$ cat config.mk
export PLATFORM = sky130hd
export DESIGN_NAME = ftqc_top
export DESIGN_NICKNAME = d
export VERILOG_FILES = /design/src/hdl/ftqc_pkg.sv /design/src/hdl/ftqc_sync.sv /design/src/hdl/ftqc_ring.sv /design/src/hdl/ftqc_top.sv
export SDC_FILE = /design/constraint.sdc
export NUM_CORES = 1
export LEC_CHECK = 0
export ABC_AREA = 1
export ABC_CLOCK_PERIOD_IN_PS = 4000
export BUFFER_PORTS_ARGS = -buffer_cell sky130_fd_sc_hd__buf_2
export CORE_MARGIN = 4
export CORE_UTILIZATION = 55
export DETAILED_ROUTE_END_ITERATION = 6
export PLACE_DENSITY = 0.75
export SLEW_MARGIN = 0
export SYNTH_ARGS = -nofsm -noshare
export SYNTH_HDL_FRONTEND = slang
export SYNTH_HIERARCHICAL = 1
export SYNTH_SLANG_ARGS = --single-unit
export TNS_END_PERCENT = 1
$ cat constraint.sdc
create_clock -name CLK -period 4 [get_ports CLK]
set_clock_uncertainty 0.2 [all_clocks]
set_input_delay 0.2 -clock CLK [delete_from_list [all_inputs] [get_ports CLK]]
set_output_delay 0.2 -clock CLK [all_outputs]
set_load 0.005 [all_outputs]
$ cat src/hdl/ftqc_pkg.sv
/*
 * ftqc_pkg: shared constants for the frame transfer queue control block:
 * register offsets, field positions, reset values and transfer states.
 * Assumes a 32-bit APB register bus with word-aligned byte addresses.
 */
package ftqc_pkg;
   // frame buffer size, kilobytes (one region of 256 MB)
   localparam int FTQC_BUF_MB = 256;
   localparam int FTQC_BUF_KB = FTQC_BUF_MB * 1024;

   // register byte offsets
   localparam logic [7:0] FTQC_CTRL_OFS = 8'h00;
   localparam logic [7:0] FTQC_BLOCKS_OFS = 8'h04;
   localparam logic [7:0] FTQC_CMD_OFS = 8'h08;
   localparam logic [7:0] FTQC_STATUS_OFS = 8'h0c;
   localparam logic [7:0] FTQC_OCC_OFS = 8'h10;
   localparam logic [7:0] FTQC_IRQ_STAT_OFS = 8'h14;
   localparam logic [7:0] FTQC_IRQ_CLR_OFS = 8'h18;
   localparam logic [7:0] FTQC_IRQ_EN_OFS = 8'h1c;
   // first of the settings that freeze while acquiring or host linked
   localparam logic [7:0] FTQC_CFG_OFS = 8'h20;
   localparam int FTQC_CFG_NUM = 11;

   // control register fields
   localparam int FTQC_CTRL_COUPLING_BIT = 0;
   localparam int FTQC_CTRL_STYLE_BIT = 1;
   // command register fields
   localparam int FTQC_CMD_BEGIN_BIT = 0;
   localparam int FTQC_CMD_HALT_BIT = 1;
   localparam int FTQC_CMD_KILL_BIT = 2;
   // status register fields
   localparam int FTQC_ST_STREAM_BIT = 0;
   localparam int FTQC_ST_REJECT_BIT = 1;
   localparam int FTQC_ST_LOCK_BIT = 2;
   localparam int FTQC_ST_FULL_BIT = 3;
   // interrupt status / clear / enable fields
   localparam int FTQC_IRQ_W = 3;
   localparam int FTQC_IRQ_DROP_BIT = 0;
   localparam int FTQC_IRQ_DONE_BIT = 1;
   localparam int FTQC_IRQ_REJECT_BIT = 2;

   // reset values
   localparam logic [1:0] FTQC_CTRL_RST = 2'h0;
   localparam logic [31:0] FTQC_BLOCKS_RST = 32'h0000_0001;
   localparam logic [FTQC_IRQ_W-1:0] FTQC_IRQ_EN_RST = 3'h0;
   localparam logic [31:0] FTQC_CFG_RST = 32'h0000_0000;

   // transfer engine states
   typedef enum logic [1:0] {
      FTQC_IDLE = 2'b00,
      FTQC_STREAM = 2'b01,
      FTQC_SENDING = 2'b10
   } ftqc_state_t;
endpackage : ftqc_pkg

$ cat src/hdl/ftqc_sync.sv
/*
 * ftqc_sync: three-stage synchroniser for levels arriving from pins.
 * Assumes nothing of the source; the output changes only once the
 * second and third stages agree, so a lone glitch never passes.
 */
module ftqc_sync #(
   parameter int W = 1
) (
   input wire logic clk,
   input wire logic rst,
   input wire logic [W-1:0] din,
   output logic [W-1:0] dout
);
   logic [W-1:0] s1_reg;
   logic [W-1:0] s2_reg;
   logic [W-1:0] s3_reg;

   // the first stage feeds only the second stage
   always_ff @(posedge clk) begin
      if (rst) begin
         s1_reg <= '0;
         s2_reg <= '0;
         s3_reg <= '0;
      end else begin
         s1_reg <= din;
         s2_reg <= s1_reg;
         s3_reg <= s2_reg;
      end
   end

   // accept a new level only when two stages agree
   always_ff @(posedge clk) begin
      if (rst) begin
         dout <= '0;
      end else begin
         for (int i = 0; i < W; i++) begin
            if (s2_reg[i] == s3_reg[i]) begin
               dout[i] <= s3_reg[i];
            end
         end
      end
   end
endmodule : ftqc_sync

$ cat src/hdl/ftqc_ring.sv
/*
 * ftqc_ring: slot pointers and occupancy of the circular frame buffer.
 * Assumes push marks a frame fully written and pop a block fully sent,
 * each a one-cycle pulse on the same clock.
 */
module ftqc_ring #(
   parameter int DEPTH = 1024,
   parameter int OCC_W = 16
) (
   input wire logic clk,
   input wire logic rst,
   input wire logic push,
   input wire logic pop,
   input wire logic overwrite_en,
   output logic [$clog2(DEPTH)-1:0] wr_slot,
   output logic [$clog2(DEPTH)-1:0] rd_slot,
   output logic [OCC_W-1:0] occ,
   output logic full,
   output logic lost
);
   localparam int AW = $clog2(DEPTH);
   localparam logic [OCC_W-1:0] DEPTH_C = OCC_W'(DEPTH);
   localparam logic [AW-1:0] LAST_C = AW'(DEPTH - 1);

   logic do_pop;
   logic do_push;
   logic do_over;

   assign full = (occ == DEPTH_C);
   assign do_pop = pop && (occ != '0);
   // a pop in the same cycle frees a slot for the incoming frame
   assign do_push = push && (!full || do_pop);
   assign do_over = push && full && !do_pop && overwrite_en;

   // pointers wrap at the slot count, which need not be a power of two
   always_ff @(posedge clk) begin
      if (rst) begin
         wr_slot <= '0;
         rd_slot <= '0;
      end else begin
         if (do_push || do_over) begin
            wr_slot <= (wr_slot == LAST_C) ? '0 : wr_slot + 1'b1;
         end
         if (do_pop || do_over) begin
            rd_slot <= (rd_slot == LAST_C) ? '0 : rd_slot + 1'b1;
         end
      end
   end

   // occupancy: up on a written frame, down on a sent block
   always_ff @(posedge clk) begin
      if (rst) begin
         occ <= '0;
      end else if (do_push && !do_pop) begin
         occ <= occ + 1'b1;
      end else if (do_pop && !do_push) begin
         occ <= occ - 1'b1;
      end
   end

   // a frame arriving on a full buffer with no pop that cycle is lost, overwritten or not
   always_ff @(posedge clk) begin
      if (rst) begin
         lost <= 1'b0;
      end else begin
         lost <= push && full && !do_pop;
      end
   end
endmodule : ftqc_ring

$ cat src/hdl/ftqc_top.sv
/*
 * ftqc_top: frame transfer queue control. Tracks frames held in the
 * circular frame buffer, runs the block transfer engine in coupled or
 * decoupled mode, and exposes settings, commands and status over APB.
 * Assumes the capture path pulses FRAME_DONE per written frame and the
 * link path pulses BLOCK_DONE per fully sent block; ACQ_ACTIVE and
 * HOST_LINKED come from pins and are synchronised here.
 */
import ftqc_pkg::*;

// Behaviour
// continuous style streams until halt command
// counted style ends after count or request
// programmable block count for next transfer
// readable occupancy of frames awaiting transfer
// begin, halt and kill transfer commands
// every frame buffered, then sent promptly
// frame dropped only when buffer exhausted
// one 256 MB buffer, resend reserve shrinks it
// coupled mode paces acquisition by transfer
// decoupled ring overwrites oldest, flags drop
// decoupled transfer never stalls capture
// run style selects continuous or counted
// count above occupancy is rejected
// host reads occupancy before counted start
// listed settings locked while busy
// occupancy up on write, down on send
// halt at block end, kill immediate
module ftqc_top #(
   parameter int FRAME_KB = 256,
   parameter int RESEND_KB = 0,
   parameter int OCC_W = 16
) (
   input wire logic CLK,
   input wire logic SYS_RST,
   input wire logic PSEL,
   input wire logic PENABLE,
   input wire logic PWRITE,
   input wire logic [7:0] PADDR,
   input wire logic [31:0] PWDATA,
   output logic [31:0] PRDATA,
   output logic PREADY,
   output logic PSLVERR,
   input wire logic ACQ_ACTIVE,
   input wire logic HOST_LINKED,
   input wire logic FRAME_DONE,
   output logic ACQ_READY,
   output logic [$clog2((FTQC_BUF_KB - RESEND_KB) / FRAME_KB)-1:0] WR_SLOT,
   output logic BLOCK_START,
   output logic [$clog2((FTQC_BUF_KB - RESEND_KB) / FRAME_KB)-1:0] BLOCK_SLOT,
   input wire logic BLOCK_DONE,
   output logic BLOCK_KILL,
   output logic CFG_LOCKED,
   output logic IRQ
);
   // slot count from the 256 MB region less the resend reserve
   localparam int SLOTS = (FTQC_BUF_KB - RESEND_KB) / FRAME_KB;
   localparam int AW = $clog2(SLOTS);

   logic [1:0] ctrl_reg;
   logic [31:0] blocks_reg;
   logic [31:0] cfg_reg [FTQC_CFG_NUM];
   logic [FTQC_IRQ_W-1:0] irq_stat_reg;
   logic [FTQC_IRQ_W-1:0] irq_en_reg;
   logic reject_reg;
   logic halt_pend_reg;
   logic [31:0] remain_reg;
   ftqc_state_t state_reg;
   ftqc_state_t state_next;
   logic [1:0] pin_s;
   logic [AW-1:0] rd_slot;
   logic [OCC_W-1:0] occ;
   logic ring_full;
   logic ring_lost;
   logic decoupled;
   logic counted;
   logic setup_ph;
   logic wr_acc;
   logic cfg_hit;
   logic [7:0] cfg_idx;
   logic unmapped;
   logic lock_wr;
   logic cmd_begin;
   logic cmd_halt;
   logic cmd_kill;
   logic begin_ok;
   logic begin_bad;
   logic sent;
   logic count_done;
   logic [FTQC_IRQ_W-1:0] irq_evt;

   assign decoupled = ctrl_reg[FTQC_CTRL_COUPLING_BIT];
   assign counted = ctrl_reg[FTQC_CTRL_STYLE_BIT];

   // pins from outside the clock domain
   ftqc_sync #(
      .W(2)
   ) u_sync (
      .clk(CLK),
      .rst(SYS_RST),
      .din({HOST_LINKED, ACQ_ACTIVE}),
      .dout(pin_s)
   );

   // lock while acquiring or a host transfer is connected
   assign CFG_LOCKED = pin_s[0] | pin_s[1];

   // every frame lands in the ring before it is sent
   ftqc_ring #(
      .DEPTH(SLOTS),
      .OCC_W(OCC_W)
   ) u_ring (
      .clk(CLK),
      .rst(SYS_RST),
      .push(FRAME_DONE),
      .pop(sent),
      .overwrite_en(decoupled),
      .wr_slot(WR_SLOT),
      .rd_slot(rd_slot),
      .occ(occ),
      .full(ring_full),
      .lost(ring_lost)
   );

   // coupled: next grab only once the previous frame has gone
   // decoupled: capture never waits on the link
   assign ACQ_READY = decoupled ? 1'b1 : (occ == '0);

   // apb decode; zero wait states, so pready is tied high
   assign PREADY = 1'b1;
   assign setup_ph = PSEL && !PENABLE;
   assign wr_acc = PSEL && PENABLE && PWRITE;
   assign cfg_idx = (PADDR - FTQC_CFG_OFS) >> 2;
   assign cfg_hit = (PADDR >= FTQC_CFG_OFS) && (cfg_idx < 8'(FTQC_CFG_NUM)) && (PADDR[1:0] == 2'b00);
   assign unmapped = !cfg_hit && !(PADDR inside {FTQC_CTRL_OFS, FTQC_BLOCKS_OFS, FTQC_CMD_OFS,
      FTQC_STATUS_OFS, FTQC_OCC_OFS, FTQC_IRQ_STAT_OFS, FTQC_IRQ_CLR_OFS, FTQC_IRQ_EN_OFS});
   // refused write to a frozen setting
   assign lock_wr = cfg_hit && CFG_LOCKED;
   assign PSLVERR = PSEL && PENABLE && (unmapped || (PWRITE && lock_wr));

   // begin, halt, kill strobes from the write-only command register
   assign cmd_begin = wr_acc && PADDR == FTQC_CMD_OFS && PWDATA[FTQC_CMD_BEGIN_BIT];
   assign cmd_halt = wr_acc && PADDR == FTQC_CMD_OFS && PWDATA[FTQC_CMD_HALT_BIT];
   assign cmd_kill = wr_acc && PADDR == FTQC_CMD_OFS && PWDATA[FTQC_CMD_KILL_BIT];

   // counted request above the buffered frames is refused
   assign begin_bad = cmd_begin && decoupled && counted && (state_reg == FTQC_IDLE)
      && (blocks_reg > 32'(occ));
   assign begin_ok = cmd_begin && (state_reg == FTQC_IDLE) && !begin_bad;

   // a block counts as sent only when the link reports it
   assign sent = (state_reg == FTQC_SENDING) && BLOCK_DONE && !cmd_kill;
   // counted style ends after its last block
   assign count_done = decoupled && counted && (remain_reg == '0);

   // transfer engine next state
   always_comb begin
      state_next = state_reg;
      unique case (state_reg)
         FTQC_IDLE: begin
            // coupled mode streams on its own as frames arrive
            if (begin_ok || (!decoupled && occ != '0)) begin
               state_next = FTQC_STREAM;
            end
         end
         FTQC_STREAM: begin
            // continuous runs until halt; counted until done
            if (cmd_kill || halt_pend_reg || cmd_halt || count_done) begin
               state_next = FTQC_IDLE;
            end else if (occ != '0) begin
               state_next = FTQC_SENDING;
            end
         end
         FTQC_SENDING: begin
            // kill ends the block now; halt waits for its end
            if (cmd_kill) begin
               state_next = FTQC_IDLE;
            end else if (BLOCK_DONE) begin
               state_next = FTQC_STREAM;
            end
         end
         default: begin
            state_next = FTQC_IDLE;
         end
      endcase
   end

   always_ff @(posedge CLK) begin
      if (SYS_RST) begin
         state_reg <= FTQC_IDLE;
      end else begin
         state_reg <= state_next;
      end
   end

   // halt remembered until the block boundary
   always_ff @(posedge CLK) begin
      if (SYS_RST) begin
         halt_pend_reg <= 1'b0;
      end else if (state_next == FTQC_IDLE) begin
         halt_pend_reg <= 1'b0;
      end else if (cmd_halt) begin
         halt_pend_reg <= 1'b1;
      end
   end

   // blocks still owed in a counted transfer
   always_ff @(posedge CLK) begin
      if (SYS_RST) begin
         remain_reg <= '0;
      end else if (begin_ok) begin
         remain_reg <= blocks_reg;
      end else if (sent && remain_reg != '0) begin
         remain_reg <= remain_reg - 1'b1;
      end
   end

   // block request and abort strobes toward the link path
   always_ff @(posedge CLK) begin
      if (SYS_RST) begin
         BLOCK_START <= 1'b0;
         BLOCK_KILL <= 1'b0;
         BLOCK_SLOT <= '0;
      end else begin
         BLOCK_START <= (state_reg == FTQC_STREAM) && (state_next == FTQC_SENDING);
         // abort pulse for the block in flight
         BLOCK_KILL <= cmd_kill && (state_reg == FTQC_SENDING);
         if (state_next == FTQC_SENDING && state_reg == FTQC_STREAM) begin
            BLOCK_SLOT <= rd_slot;
         end
      end
   end

   // control and block count registers
   always_ff @(posedge CLK) begin
      if (SYS_RST) begin
         ctrl_reg <= FTQC_CTRL_RST;
         blocks_reg <= FTQC_BLOCKS_RST;
      end else if (wr_acc) begin
         if (PADDR == FTQC_CTRL_OFS) begin
            ctrl_reg <= PWDATA[1:0];
         end
         // count for the next counted transfer
         if (PADDR == FTQC_BLOCKS_OFS) begin
            blocks_reg <= PWDATA;
         end
      end
   end

   // frozen settings; a refused write leaves them untouched
   always_ff @(posedge CLK) begin
      if (SYS_RST) begin
         for (int i = 0; i < FTQC_CFG_NUM; i++) begin
            cfg_reg[i] <= FTQC_CFG_RST;
         end
      end else if (wr_acc && cfg_hit && !lock_wr) begin
         cfg_reg[cfg_idx[3:0]] <= PWDATA;
      end
   end

   // last begin outcome, kept until the next begin
   always_ff @(posedge CLK) begin
      if (SYS_RST) begin
         reject_reg <= 1'b0;
      end else if (cmd_begin) begin
         reject_reg <= begin_bad;
      end
   end

   // drops come from the ring only when it is full
   assign irq_evt[FTQC_IRQ_DROP_BIT] = ring_lost;
   assign irq_evt[FTQC_IRQ_DONE_BIT] = (state_reg == FTQC_STREAM) && (state_next == FTQC_IDLE);
   assign irq_evt[FTQC_IRQ_REJECT_BIT] = begin_bad;

   // sticky events; a new event wins over a clear in the same cycle
   always_ff @(posedge CLK) begin
      if (SYS_RST) begin
         irq_stat_reg <= '0;
         irq_en_reg <= FTQC_IRQ_EN_RST;
      end else begin
         if (wr_acc && PADDR == FTQC_IRQ_CLR_OFS) begin
            irq_stat_reg <= (irq_stat_reg & ~PWDATA[FTQC_IRQ_W-1:0]) | irq_evt;
         end else begin
            irq_stat_reg <= irq_stat_reg | irq_evt;
         end
         if (wr_acc && PADDR == FTQC_IRQ_EN_OFS) begin
            irq_en_reg <= PWDATA[FTQC_IRQ_W-1:0];
         end
      end
   end

   assign IRQ = |(irq_stat_reg & irq_en_reg);

   // read data captured in the setup phase, shown during access
   always_ff @(posedge CLK) begin
      if (SYS_RST) begin
         PRDATA <= '0;
      end else if (setup_ph && !PWRITE) begin
         PRDATA <= '0;
         if (cfg_hit) begin
            PRDATA <= cfg_reg[cfg_idx[3:0]];
         end else begin
            unique case (PADDR)
               FTQC_CTRL_OFS: PRDATA <= {30'h0, ctrl_reg};
               FTQC_BLOCKS_OFS: PRDATA <= blocks_reg;
               FTQC_STATUS_OFS: PRDATA <= {28'h0, ring_full, CFG_LOCKED, reject_reg, state_reg != FTQC_IDLE};
               // frames waiting for the host
               FTQC_OCC_OFS: PRDATA <= 32'(occ);
               FTQC_IRQ_STAT_OFS: PRDATA <= 32'(irq_stat_reg);
               FTQC_IRQ_EN_OFS: PRDATA <= 32'(irq_en_reg);
               default: PRDATA <= '0;
            endcase
         end
      end
   end
endmodule : ftqc_top

; Word level (Yosys, flattened, before mapping)
; Memories as Yosys holds them, arrays and structs flattened.
; Cells that the tools add are included.
[word_totals]
reg_bits = 165
mem_bits_rw = 352
output_inout_bits = 59
elab_cells = 152
memories = 1
[classes]
add_sub_neg = 6
order_cmp = 3
eq_ne = 15
muxes = 24
n_bitwise = 6
n_reduce_logical = 76
[mem_list]
columns = memory, words, width, rd, rd_ports_with_merged_regs, write_ports, line_no
row1 = cfg_reg, 11, 32, 1, 0, 11, ftqc_top.sv:62  ; logic [31:0] cfg_reg [FTQC_CFG_NUM];
[op_table]
columns = operator, count
row1 = 32-bit one-hot mux with 6 select lines, 1
row2 = 32-bit two-way mux, 4
row3 = 1-bit logical AND, 40
row4 = 8-bit by 5-bit equality test with 1-bit output (second input constant), 4
row5 = 32-bit by 16-bit > comparator with 1-bit output, 1
row6 = 32-bit logical NOT, 1
row7 = 16-bit two-way mux, 2
row8 = 32-bit nonzero test, 1
row9 = 32-bit OR reduction, 1
row10 = 32-bit by 1-bit subtractor with 32-bit output (second input constant), 1
row11 = 10-bit by 1-bit adder with 10-bit output (second input constant), 2
row12 = 10-bit equality test (second input constant), 2
row13 = 10-bit two-way mux, 2
row14 = 16-bit by 1-bit adder with 16-bit output (second input constant), 1
row15 = 16-bit by 11-bit equality test with 1-bit output (second input constant), 1
row16 = 8-bit by 4-bit equality test with 1-bit output (second input constant), 2
row17 = 16-bit logical NOT, 1
row18 = 16-bit nonzero test, 1
row19 = 16-bit by 1-bit subtractor with 16-bit output (second input constant), 1
row20 = 1-bit logical NOT, 11
row21 = 2-bit two-way mux, 5
row22 = 8-bit by 3-bit equality test with 1-bit output (second input constant), 1
row23 = 8-bit by 6-bit greater-or-equal comparator with 1-bit output (second input constant), 1
row24 = 8-bit logical NOT, 1
row25 = 20 further kinds, 42

; Depth between registers and ports, before layout
; Gate-level depths: netlist of run 1.
[depth]
ltp_word = 17
mapped_depth = 27
mapped_depth_nobuf = 25

; By module
; Netlist of run 1, hierarchy kept.
[modules_own_cells]
columns = mod, instances, cells_per_inst, area_per_inst_um2, seq_area_each_um2
row1 = ftqc_top, 1, 2523, 24486.0, 15294.7
row2 = ftqc_ring, 1, 451, 2788.9, 740.7
row3 = ftqc_sync, 1, 27, 236.5, 160.2

; Least setup slack after synthesis of run 1
; No wires, ideal clock.
[synth_timing]
path_type = in2reg
start = in PADDR[5]
end = mem cfg_reg[9][0] (enable)
setup_time_ps = 470
arrival_ps = 3510
required_ps = 3330
path_slack_ps = -179
stages = 8
n_path_buf = 0
path_cell_list = inv_2 ha_1 xor2_1 nor2_1 nand2_4 inv_2 nand3_2 o31ai_1
[synth_lines]
columns = item, line_no
row1 = from (decl), ftqc_top.sv:39  ; input wire logic [7:0] PADDR,
row2 = to (decl), ftqc_top.sv:62

; Worst setup path in the final report of run 1
[layout_timing]
start = in PWRITE
end = reg u_ring.occ[15]
[layout_between]
elab_chain_cells = 11
word_cells_on_any_way = 14
[layout_lines]
columns = item, line_no
row1 = from (decl), ftqc_top.sv:38  ; input wire logic PWRITE,
row2 = 1-bit logical AND (*), ftqc_top.sv:132  ; assign wr_acc = PSEL && PENABLE && PWRITE;
row3 = 1-bit logical AND (*) (2 in a row), ftqc_top.sv:144  ; assign cmd_kill = wr_acc && PADDR == FTQC_CMD_OFS && PWDATA[FTQC_CMD_KILL_BIT];
row4 = 1-bit logical NOT (*), ftqc_top.sv:152  ; assign sent = (state_reg == FTQC_SENDING) && BLOCK_DONE && !cmd_kill;
row5 = 1-bit logical AND (*), ftqc_top.sv:152
row6 = named net sent, ftqc_top.sv:88  ; logic sent;
row7 = 1-bit logical AND (*), ftqc_ring.sv:30  ; assign do_pop = pop && (occ != '0);
row8 = 1-bit logical OR, ftqc_ring.sv:32  ; assign do_push = push && (!full || do_pop);
row9 = 1-bit logical AND, ftqc_ring.sv:32
row10 = 1-bit logical NOT, ftqc_ring.sv:56  ; end else if (do_pop && !do_push) begin
row11 = 1-bit logical AND, ftqc_ring.sv:56
row12 = 2-bit nonzero test (no source line), --
row13 = to (signal assigned), ftqc_ring.sv:55  ; occ <= occ + 1'b1;
row14 = to (signal assigned), ftqc_ring.sv:57  ; occ <= occ - 1'b1;
row15 = to (decl), ftqc_ring.sv:17  ; output logic [OCC_W-1:0] occ,
; The timed path passes the listed nets; every way through them passes the cells marked *.
; A chain may end at the register's enable or synchronous reset.

==> impl_metrics.sql, run 1 <==
INSERT INTO impl_metrics (metric_group, metric, value, unit) VALUES
('global_routing', 'vias_in_the_first_global_route', '22190', ''),
('global_routing', 'wire_length_of_the_first_global_routing_pass', '121600', 'um'),
('die', 'core_area', '0.04915', 'mm2'),
('synthesis', 'ys_ff_latch', '605', ''),
('synthesis', 'synth_common_cells', '561 x sky130_fd_sc_hd__nand2_1, 527 x sky130_fd_sc_hd__nor2_1, 408 x sky130_fd_sc_hd__edfxtp_1', ''),
('timing', 'maxClockFrequency', '272.3', 'MHz'),
('route', 'drc', '0', ''),
('timing', 'period_needed', '3.672', 'ns'),
('die', 'die_outline_height', '231.7', 'um'),
('placed_design', 'post-dp-hpwl', '49760', 'um'),
('finish', 'layoutNonFillerInstCount', '3932', ''),
('critical_path', 'crit_path_start_kind', 'input pin', ''),
('global_routing', 'grt_overflow', '0', ''),
('timing', 'worstMarginPinSlew', '1.193', 'ns'),
('critical_path', 'crit-reg2reg-launch', 'u_sync/dout[1]', ''),
('power', 'pwr-share-clk', '31.4', '%'),
('route', 'avgRoutedWirePerCell', '20.08', 'um'),
('finish', 'final_layout_size_suffix_gt1_share', '10.41', '%'),
('placed_design', 'detailedPlace.worstSlack', '0.1359', 'ns'),
('power', 'power_per_cell_area', '575.3', 'mW/mm2'),
('clocking', 'tritoncts.num_buffers', '61', ''),
('clocking', 'clkTransAtPathRegs', '0.06', 'ns'),
('placed_design', 'place.detailed.instances', '3761', ''),
('die', 'starting_density', '55.97', '%'),
('synthesis', 'synth.lib_cells_used.distinct', '50', ''),
('route', 'per_cell_via_count_in_the_routed_design', '5.830', ''),
('synthesis', 'post_synth_instance_area', '0.02751', 'mm2'),
('placed_design', 'place_area', '0.02912', 'mm2'),
('critical_path', 'cp_max_fo', '14', ''),
('critical_path', 'worstReg2RegEnd', 'cfg_reg[4][30]', ''),
('global_routing', 'global_route.usage.total', '28.79', '%'),
('timing', 'post-route-period-util', '91.81', '%'),
('die', 'fp.dieW', '231.7', 'um'),
('route', 'totalWireLength', '78940', 'um'),
('flow_run', 'drv.max_cap_violation_count', '0', ''),
('synthesis', 'syn-mean-instance-area', '9.167', 'um2'),
('timing', 'slew-limit-headroom', '20.38', '%'),
('global_routing', 'grt_max_degree', '113', ''),
('clocking', 'clock-sinks', '605', ''),
('clocking', 'tritoncts', 'built', ''),
('timing', 'whs', '0.08814', 'ns'),
('die', 'design.die.area', '0.05366', 'mm2'),
('status', 'outcome', 'complete, no violations', ''),
('clocking', 'skew_pair_late_insertion_delay', '0.64', 'ns'),
('timing', 'summed_negative_setup_slack_over_all_endpoints', '0', 'ns'),
('finish', 'largest_register_ffs', '440', ''),
('power', 'total_switching_power', '6.054', 'mW'),
('synthesis', 'yosys_warnings', '6', ''),
('placed_design', 'portBuffers', '106', ''),
('hold_path', 'hold_path.startpoint', 'PADDR[1]', ''),
('synthesis', 'synth.most_common_cell', 'sky130_fd_sc_hd__nand2_1', ''),
('power', 'seqPwrFrac', '40.1', '%'),
('die', 'num_rows', '81', ''),
('synthesis', 'synth_seq_area_share', '58.87', '%'),
('clocking', 'clockBufferDepth', '3', ''),
('finish', 'nNetsFinal', '3304', ''),
('power', 'cellInternalPower', '12.20', 'mW'),
('synthesis', 'dominantRegCellSynth', 'sky130_fd_sc_hd__edfxtp_1', ''),
('route', 'count_of_nets_left_with_antenna_violations_after_detail_routing', '0', ''),
('die', 'design.portCount', '108', ''),
('hold_path', 'hold_path_endpoint', 'irq_stat_reg[2]', ''),
('placed_design', 'globalplace.congestion', '0.9431', ''),
('route', 'drt_first_pass_iters', '6', ''),
('hold_path', 'hold_path_class', 'in -> reg', ''),
('power', 'power.combinational.fraction', '28.5', '%'),
('synthesis', 'synth_top_cells_by_area', 'sky130_fd_sc_hd__edfxtp_1 45%, sky130_fd_sc_hd__dfxtp_1 14%, sky130_fd_sc_hd__nand2_1 7.7%, sky130_fd_sc_hd__nor2_1 7.2%, sky130_fd_sc_hd__a22oi_1 3.5%', ''),
('clocking', 'clock_tree.root_cell', 'sky130_fd_sc_hd__clkbuf_16', ''),
('critical_path', 'worst_ep_required_time', '4.33', 'ns'),
('timing', 'final-max-slew-violation-count', '0', ''),
('timing', 'setup_viol_count_final', '0', ''),
('critical_path', 'timing.reg2reg.setup_slack', '0.80', 'ns');
## layout make-up
| cell class | instances | area (um2) | area share, % |
|---|---|---|---|
| sequential | 605 | 16200 | 51.04 |
| clock buffer | 92 | 1803 | 5.682 |
| tap | 664 | 830.8 | 2.618 |
| timing repair buffer | 224 | 1620 | 5.107 |
| inverter | 258 | 972.2 | 3.064 |
| clock inverter | 22 | 211.5 | 0.6664 |
| antenna | 1 | 2.502 | 0.007887 |
| multi-input combinational | 2066 | 10090 | 31.81 |
## repair_timing
item | in CTS | in global routing
endpoints found under the hold margin | 224 | 0
resized for setup | 0 | 10
hold buffers | 55 | 0
setup buffers | 0 | 1
setup endpoints to repair | 0 | 11
## power groups by stage
stage	clock (mW)	combinational, mW	sequential [mW]
5_1_grt	6.05	5.95	7.37
3_5_place_dp	0	5.06	7.44
6_report	5.73	5.20	7.32
3_3_place_gp	0	5.08	7.43
2_1_floorplan	0	3.78	7.37
4_1_cts	5.77	5.14	7.31
## worst max path at each step
stage | from | slack (ns) | endpoint
after floorplan | PADDR[4] | 0.57 | u_ring/occ[6]
after global placement | PADDR[7] | 0.28 | u_ring/occ[14]
after detailed placement | PADDR[7] | 0.14 | u_ring/occ[10]
after CTS | PWRITE | 0.04 | u_ring/occ[14]
after global routing | PWRITE | 0.06 | u_ring/occ[14]
final | PWRITE | 0.33 | u_ring/occ[15]
## cell usage in the layout, fill, tap and decap left out, drive strengths merged, types with 10 or more instances in the layout
| cell type | count |
|---|---|
| nand4 | 57 |
| nand2 | 571 |
| clkinv | 18 |
| o211ai | 10 |
| a22oi | 129 |
| xor2 | 29 |
| a221oi | 12 |
| edfxtp | 408 |
| conb | 89 |
| dfxtp | 197 |
| nor2 | 531 |
| xnor2 | 10 |
| ha | 38 |
| inv | 258 |
| clkbuf | 92 |
| dlygate4sd3 | 55 |
| nor3 | 19 |
| a21oi | 192 |
| nand3 | 179 |
| o21ai | 147 |
| buf | 169 |
## logic make-up after synthesis
family / share of synthesized area, %
buffers and inverters: 5.903
other: 0.02730
flip-flops: 58.87
AO/OA/AOI/OAI: 11.45
AND/OR/NAND/NOR: 20.71
XOR/XNOR: 1.242
adder cells (fa/ha/maj): 1.801
## worst max-delay path, stage by stage
cell	delay, ns
sky130_fd_sc_hd__dlygate4sd3_1	0.54
sky130_fd_sc_hd__buf_2	0.14
sky130_fd_sc_hd__nand3_1	0.08
sky130_fd_sc_hd__dlygate4sd3_1	0.57
sky130_fd_sc_hd__inv_1	0.10
sky130_fd_sc_hd__nand4_1	0.14
sky130_fd_sc_hd__nand3_2	0.13
sky130_fd_sc_hd__inv_1	0.12
sky130_fd_sc_hd__nand2_4	0.10
sky130_fd_sc_hd__nand2_2	0.09
sky130_fd_sc_hd__nand2_2	0.06
sky130_fd_sc_hd__inv_1	0.06
sky130_fd_sc_hd__ha_2	0.22
sky130_fd_sc_hd__inv_2	0.07
sky130_fd_sc_hd__buf_6	0.16
sky130_fd_sc_hd__ha_1	0.38
sky130_fd_sc_hd__nand2_1	0.13
sky130_fd_sc_hd__nor3_2	0.17
sky130_fd_sc_hd__and2_1	0.15
sky130_fd_sc_hd__nand2_1	0.07
sky130_fd_sc_hd__nand3_1	0.08
sky130_fd_sc_hd__nand3_1	0.09
sky130_fd_sc_hd__nand2_1	0.10
sky130_fd_sc_hd__inv_1	0.04
## layer usage
layer	vias up	wire (um)	part of all wire, %	global-route usage (%)
met2	1251	37600	48	47.55
met5	-	0	0	0
li1	10550	-	-	-
met4	0	2580	3.3	10.76
met1	10920	31100	39	38.79
met3	199	7651	9.7	4.437
Note: power is estimated with default switching activity, not from simulation.
==> run 2, diff against run 1 <==
Settings changed: CORE_UTILIZATION 55 to 52, PLACE_DENSITY 0.75 to 0.72, RECOVER_POWER from default to 25.
==> run 2 against run 1 <==
Net effect:
- the flow now finishes with violations (capacitance limit, slew limit)
- global-route usage down 1.6 points
- combinational power down 1%
- register-to-register slack worse by 0.09 ns
- die area up 5.6%
- design area down 0.87%
- sequential power about the same
- via count down 1.6%
- setup slack worse by 0.17 ns
- maximum frequency down 4.3%
- wire length about the same
- final cell count up 0.53%
- first-iteration DRC count down 8.2%
==> impl_metrics.sql, run 2 (synthesis results as in run 1) <==
INSERT INTO impl_metrics (metric_group, metric, value, unit) VALUES
('status', 'outcome', 'finished with violations', ''),
('status', 'failed_checks', 'capacitance limit, slew limit', ''),
('critical_path', 'crit_path_start_kind', 'input pin', ''),
('die', 'fp.dieW', '238.0', 'um'),
('timing', 'summed_negative_setup_slack_over_all_endpoints', '0', 'ns'),
('placed_design', 'portBuffers', '106', ''),
('critical_path', 'ff2ff_path_depth', '23', ''),
('timing', 'maxClockFrequency', '260.5', 'MHz'),
('placed_design', 'post-dp-hpwl', '50310', 'um'),
('global_routing', 'grt_antenna_before_repair', '0', ''),
('timing', 'period_needed', '3.839', 'ns'),
('clocking', 'clkTransAtPathRegs', '0.06', 'ns'),
('placed_design', 'globalplace.congestion', '0.9376', ''),
('die', 'core_area', '0.05245', 'mm2'),
('clocking', 'tritoncts.num_buffers', '60', ''),
('critical_path', 'cp_slowest_cell', 'sky130_fd_sc_hd__clkbuf_1', ''),
('route', 'drt_iter0_drc', '2361', ''),
('critical_path', 'crit-reg2reg-launch', 'u_ring/occ[10]', ''),
('route', 'totalWireLength', '78900', 'um'),
('clocking', 'cts-htree-levels', '2', ''),
('finish', 'final_area', '0.03145', 'mm2'),
('global_routing', 'global_route.usage.total', '27.15', '%'),
('placed_design', 'place.detailed.instances', '3792', ''),
('finish', 'final_common_cell', 'sky130_fd_sc_hd__nand2_1', ''),
('global_routing', 'grt_max_degree', '113', ''),
('critical_path', 'crit_path_cell_trace', 'clkbuf_2 > buf_4 > inv_1 > clkbuf_1 > o31ai_1 > nand2_4 > inv_2 > nand3_1 > nor2_1 > nand3_1 > clkbuf_1 > nor2_1', ''),
('global_routing', 'grt_overflow', '0', ''),
('critical_path', 'worstSetupEndpointType', 'register', ''),
('timing', 'setup_viol_count_final', '0', ''),
('timing', 'rsz0062_at_grt', 'no', ''),
('global_routing', 'vias_in_the_first_global_route', '21980', ''),
('finish', 'largest_register_ffs', '440', ''),
('route', 'avgRoutedWirePerCell', '19.96', 'um'),
('die', 'design.die.area', '0.05665', 'mm2'),
('critical_path', 'critPathKind', 'in -> reg', ''),
('hold_path', 'hold_depth', '8', ''),
('route', 'per_cell_via_count_in_the_routed_design', '5.708', ''),
('power', 'fin_total_pwr', '17.94', 'mW'),
('timing', 'post-route-period-util', '95.97', '%'),
('finish', 'final_layout_size_suffix_gt1_share', '8.453', '%'),
('critical_path', 'worst_path_arrival_time', '3.93', 'ns'),
('power', 'leakage', '12.32', 'nW'),
('timing', 'slew-limit-headroom', '-41.90', '%'),
('clocking', 'clock-sinks', '605', ''),
('power', 'power_per_cell_area', '570.3', 'mW/mm2'),
('hold_path', 'hold_path_class', 'in -> reg', ''),
('finish', 'layoutNonFillerInstCount', '3953', ''),
('critical_path', 'critical_path.max_stage_delay', '1.36', 'ns'),
('route', 'drc', '0', ''),
('critical_path', 'cp_max_fo', '32', ''),
('clocking', 'clockBufferDepth', '3', ''),
('finish', 'nNetsFinal', '3303', ''),
('finish', 'syn2layout_area_growth', '14.33', '%'),
('die', 'num_rows', '84', ''),
('die', 'starting_density', '52.46', '%'),
('critical_path', 'worst_setup_path_startpoint', 'PADDR[5]', ''),
('route', 'drt_first_pass_iters', '6', ''),
('timing', 'finalHoldViolCount', '0', ''),
('route', 'via_count', '22560', ''),
('die', 'design.portCount', '108', ''),
('finish', 'antenna-diode-count', '0', ''),
('clocking', 'clock_tree.root_cell', 'sky130_fd_sc_hd__clkbuf_16', ''),
('global_routing', 'wire_length_of_the_first_global_routing_pass', '122200', 'um'),
('flow_run', 'drv.max_cap_violation_count', '4', ''),
('hold_path', 'hold_path.startpoint', 'PADDR[7]', ''),
('clocking', 'skew_pair_late_insertion_delay', '0.62', 'ns'),
('timing', 'final-max-slew-violation-count', '142', ''),
('die', 'die_outline_height', '238.0', 'um'),
('critical_path', 'worst_ep_required_time', '4.09', 'ns'),
('placed_design', 'place_area', '0.02919', 'mm2'),
('clocking', 'tritoncts', 'built', ''),
('route', 'count_of_nets_left_with_antenna_violations_after_detail_routing', '0', ''),
('power', 'ir_worst_vdd', '0.0006358', 'V'),
('finish', 'most-common-layout-cells', '562 x sky130_fd_sc_hd__nand2_1, 526 x sky130_fd_sc_hd__nor2_1, 408 x sky130_fd_sc_hd__edfxtp_1', ''),
('timing', 'worstMarginPinSlew', '2.129', 'ns');
==> run 2: cell count changes in the layout (fill, tap and decap cells not counted), moves of 3 or more <==
| cell | delta |
|---|---|
| sky130_fd_sc_hd__clkinv_1 | +7 |
| sky130_fd_sc_hd__nor2_1 | +4 |
| sky130_fd_sc_hd__clkbuf_1 | +48 |
| sky130_fd_sc_hd__inv_2 | -3 |
| sky130_fd_sc_hd__buf_2 | -39 |
| sky130_fd_sc_hd__dlygate4sd3_1 | -7 |
| sky130_fd_sc_hd__clkbuf_8 | -15 |
| sky130_fd_sc_hd__inv_6 | -3 |
| sky130_fd_sc_hd__clkinv_2 | +5 |
==> run 2: cell type report <==
class / instances / area (um2)
fillers: 4449 / 20990
flip-flops and latches: 605 / 16200
multi-input cells: 2066 / 10030
clock buffers: 79 / 1604
repair buffers: 224 / 1510
inverters: 258 / 972.2
well taps: 688 / 860.8
clock inverters: 33 / 279.0
==> run 2: final timing paths <==
kind,slack [ns],endpoint
worst max register to register,0.71,u_ring/occ[13]
worst min register to register,0.21,u_sync/s2_reg[1]
worst min-delay path,0.06,halt_pend_reg
worst max-delay path,0.16,cfg_reg[8][10]
==> run 2: what timing repair did <==
action / CTS / global route
gates resized for setup: 0 / 6
hold endpoints to repair: 178 / 0
endpoints found under the setup margin: 0 / 11
setup buffers: 0 / 1
hold buffers: 48 / 0
==> run 2: through the flow <==
stage / hold slack, ns / util (%) / setup slack [ns]
after global placement: 0.1911 / 55.66 / 0.2628
after global routing: 0.1056 / 59.97 / 0.04076
after CTS: 0.005800 / 60.16 / 0.03628
final: 0.05886 / 59.97 / 0.1611
after floorplan: 0.07118 / - / 0.5680
after detailed placement: 0.2046 / 55.66 / 0.1977
==> run 2: critical path, delay by kind of cell <==
family	cells	cell delay [ns]
buffers and inverters	6	2.80
AND/OR/NAND/NOR	5	0.64
AO/OA/AOI/OAI	1	0.25
==> run 2: metal layers <==
layer	wire length, um	up-vias	global-route usage [%]
li1	-	10540	-
met1	31410	10770	36.89
met2	37790	1085	45.84
met3	7412	167	4.115
met4	2280	0	7.634
met5	0	-	0
==> run 2: power breakdown <==
| group | switching, mW | total, mW | internal, mW |
|---|---|---|---|
| combinational | 3.29 | 5.15 | 1.86 |
| sequential | 0.290 | 7.32 | 7.03 |
| clock | 2.39 | 5.47 | 3.08 |
| total | 5.97 | 17.9 | 12.0 |
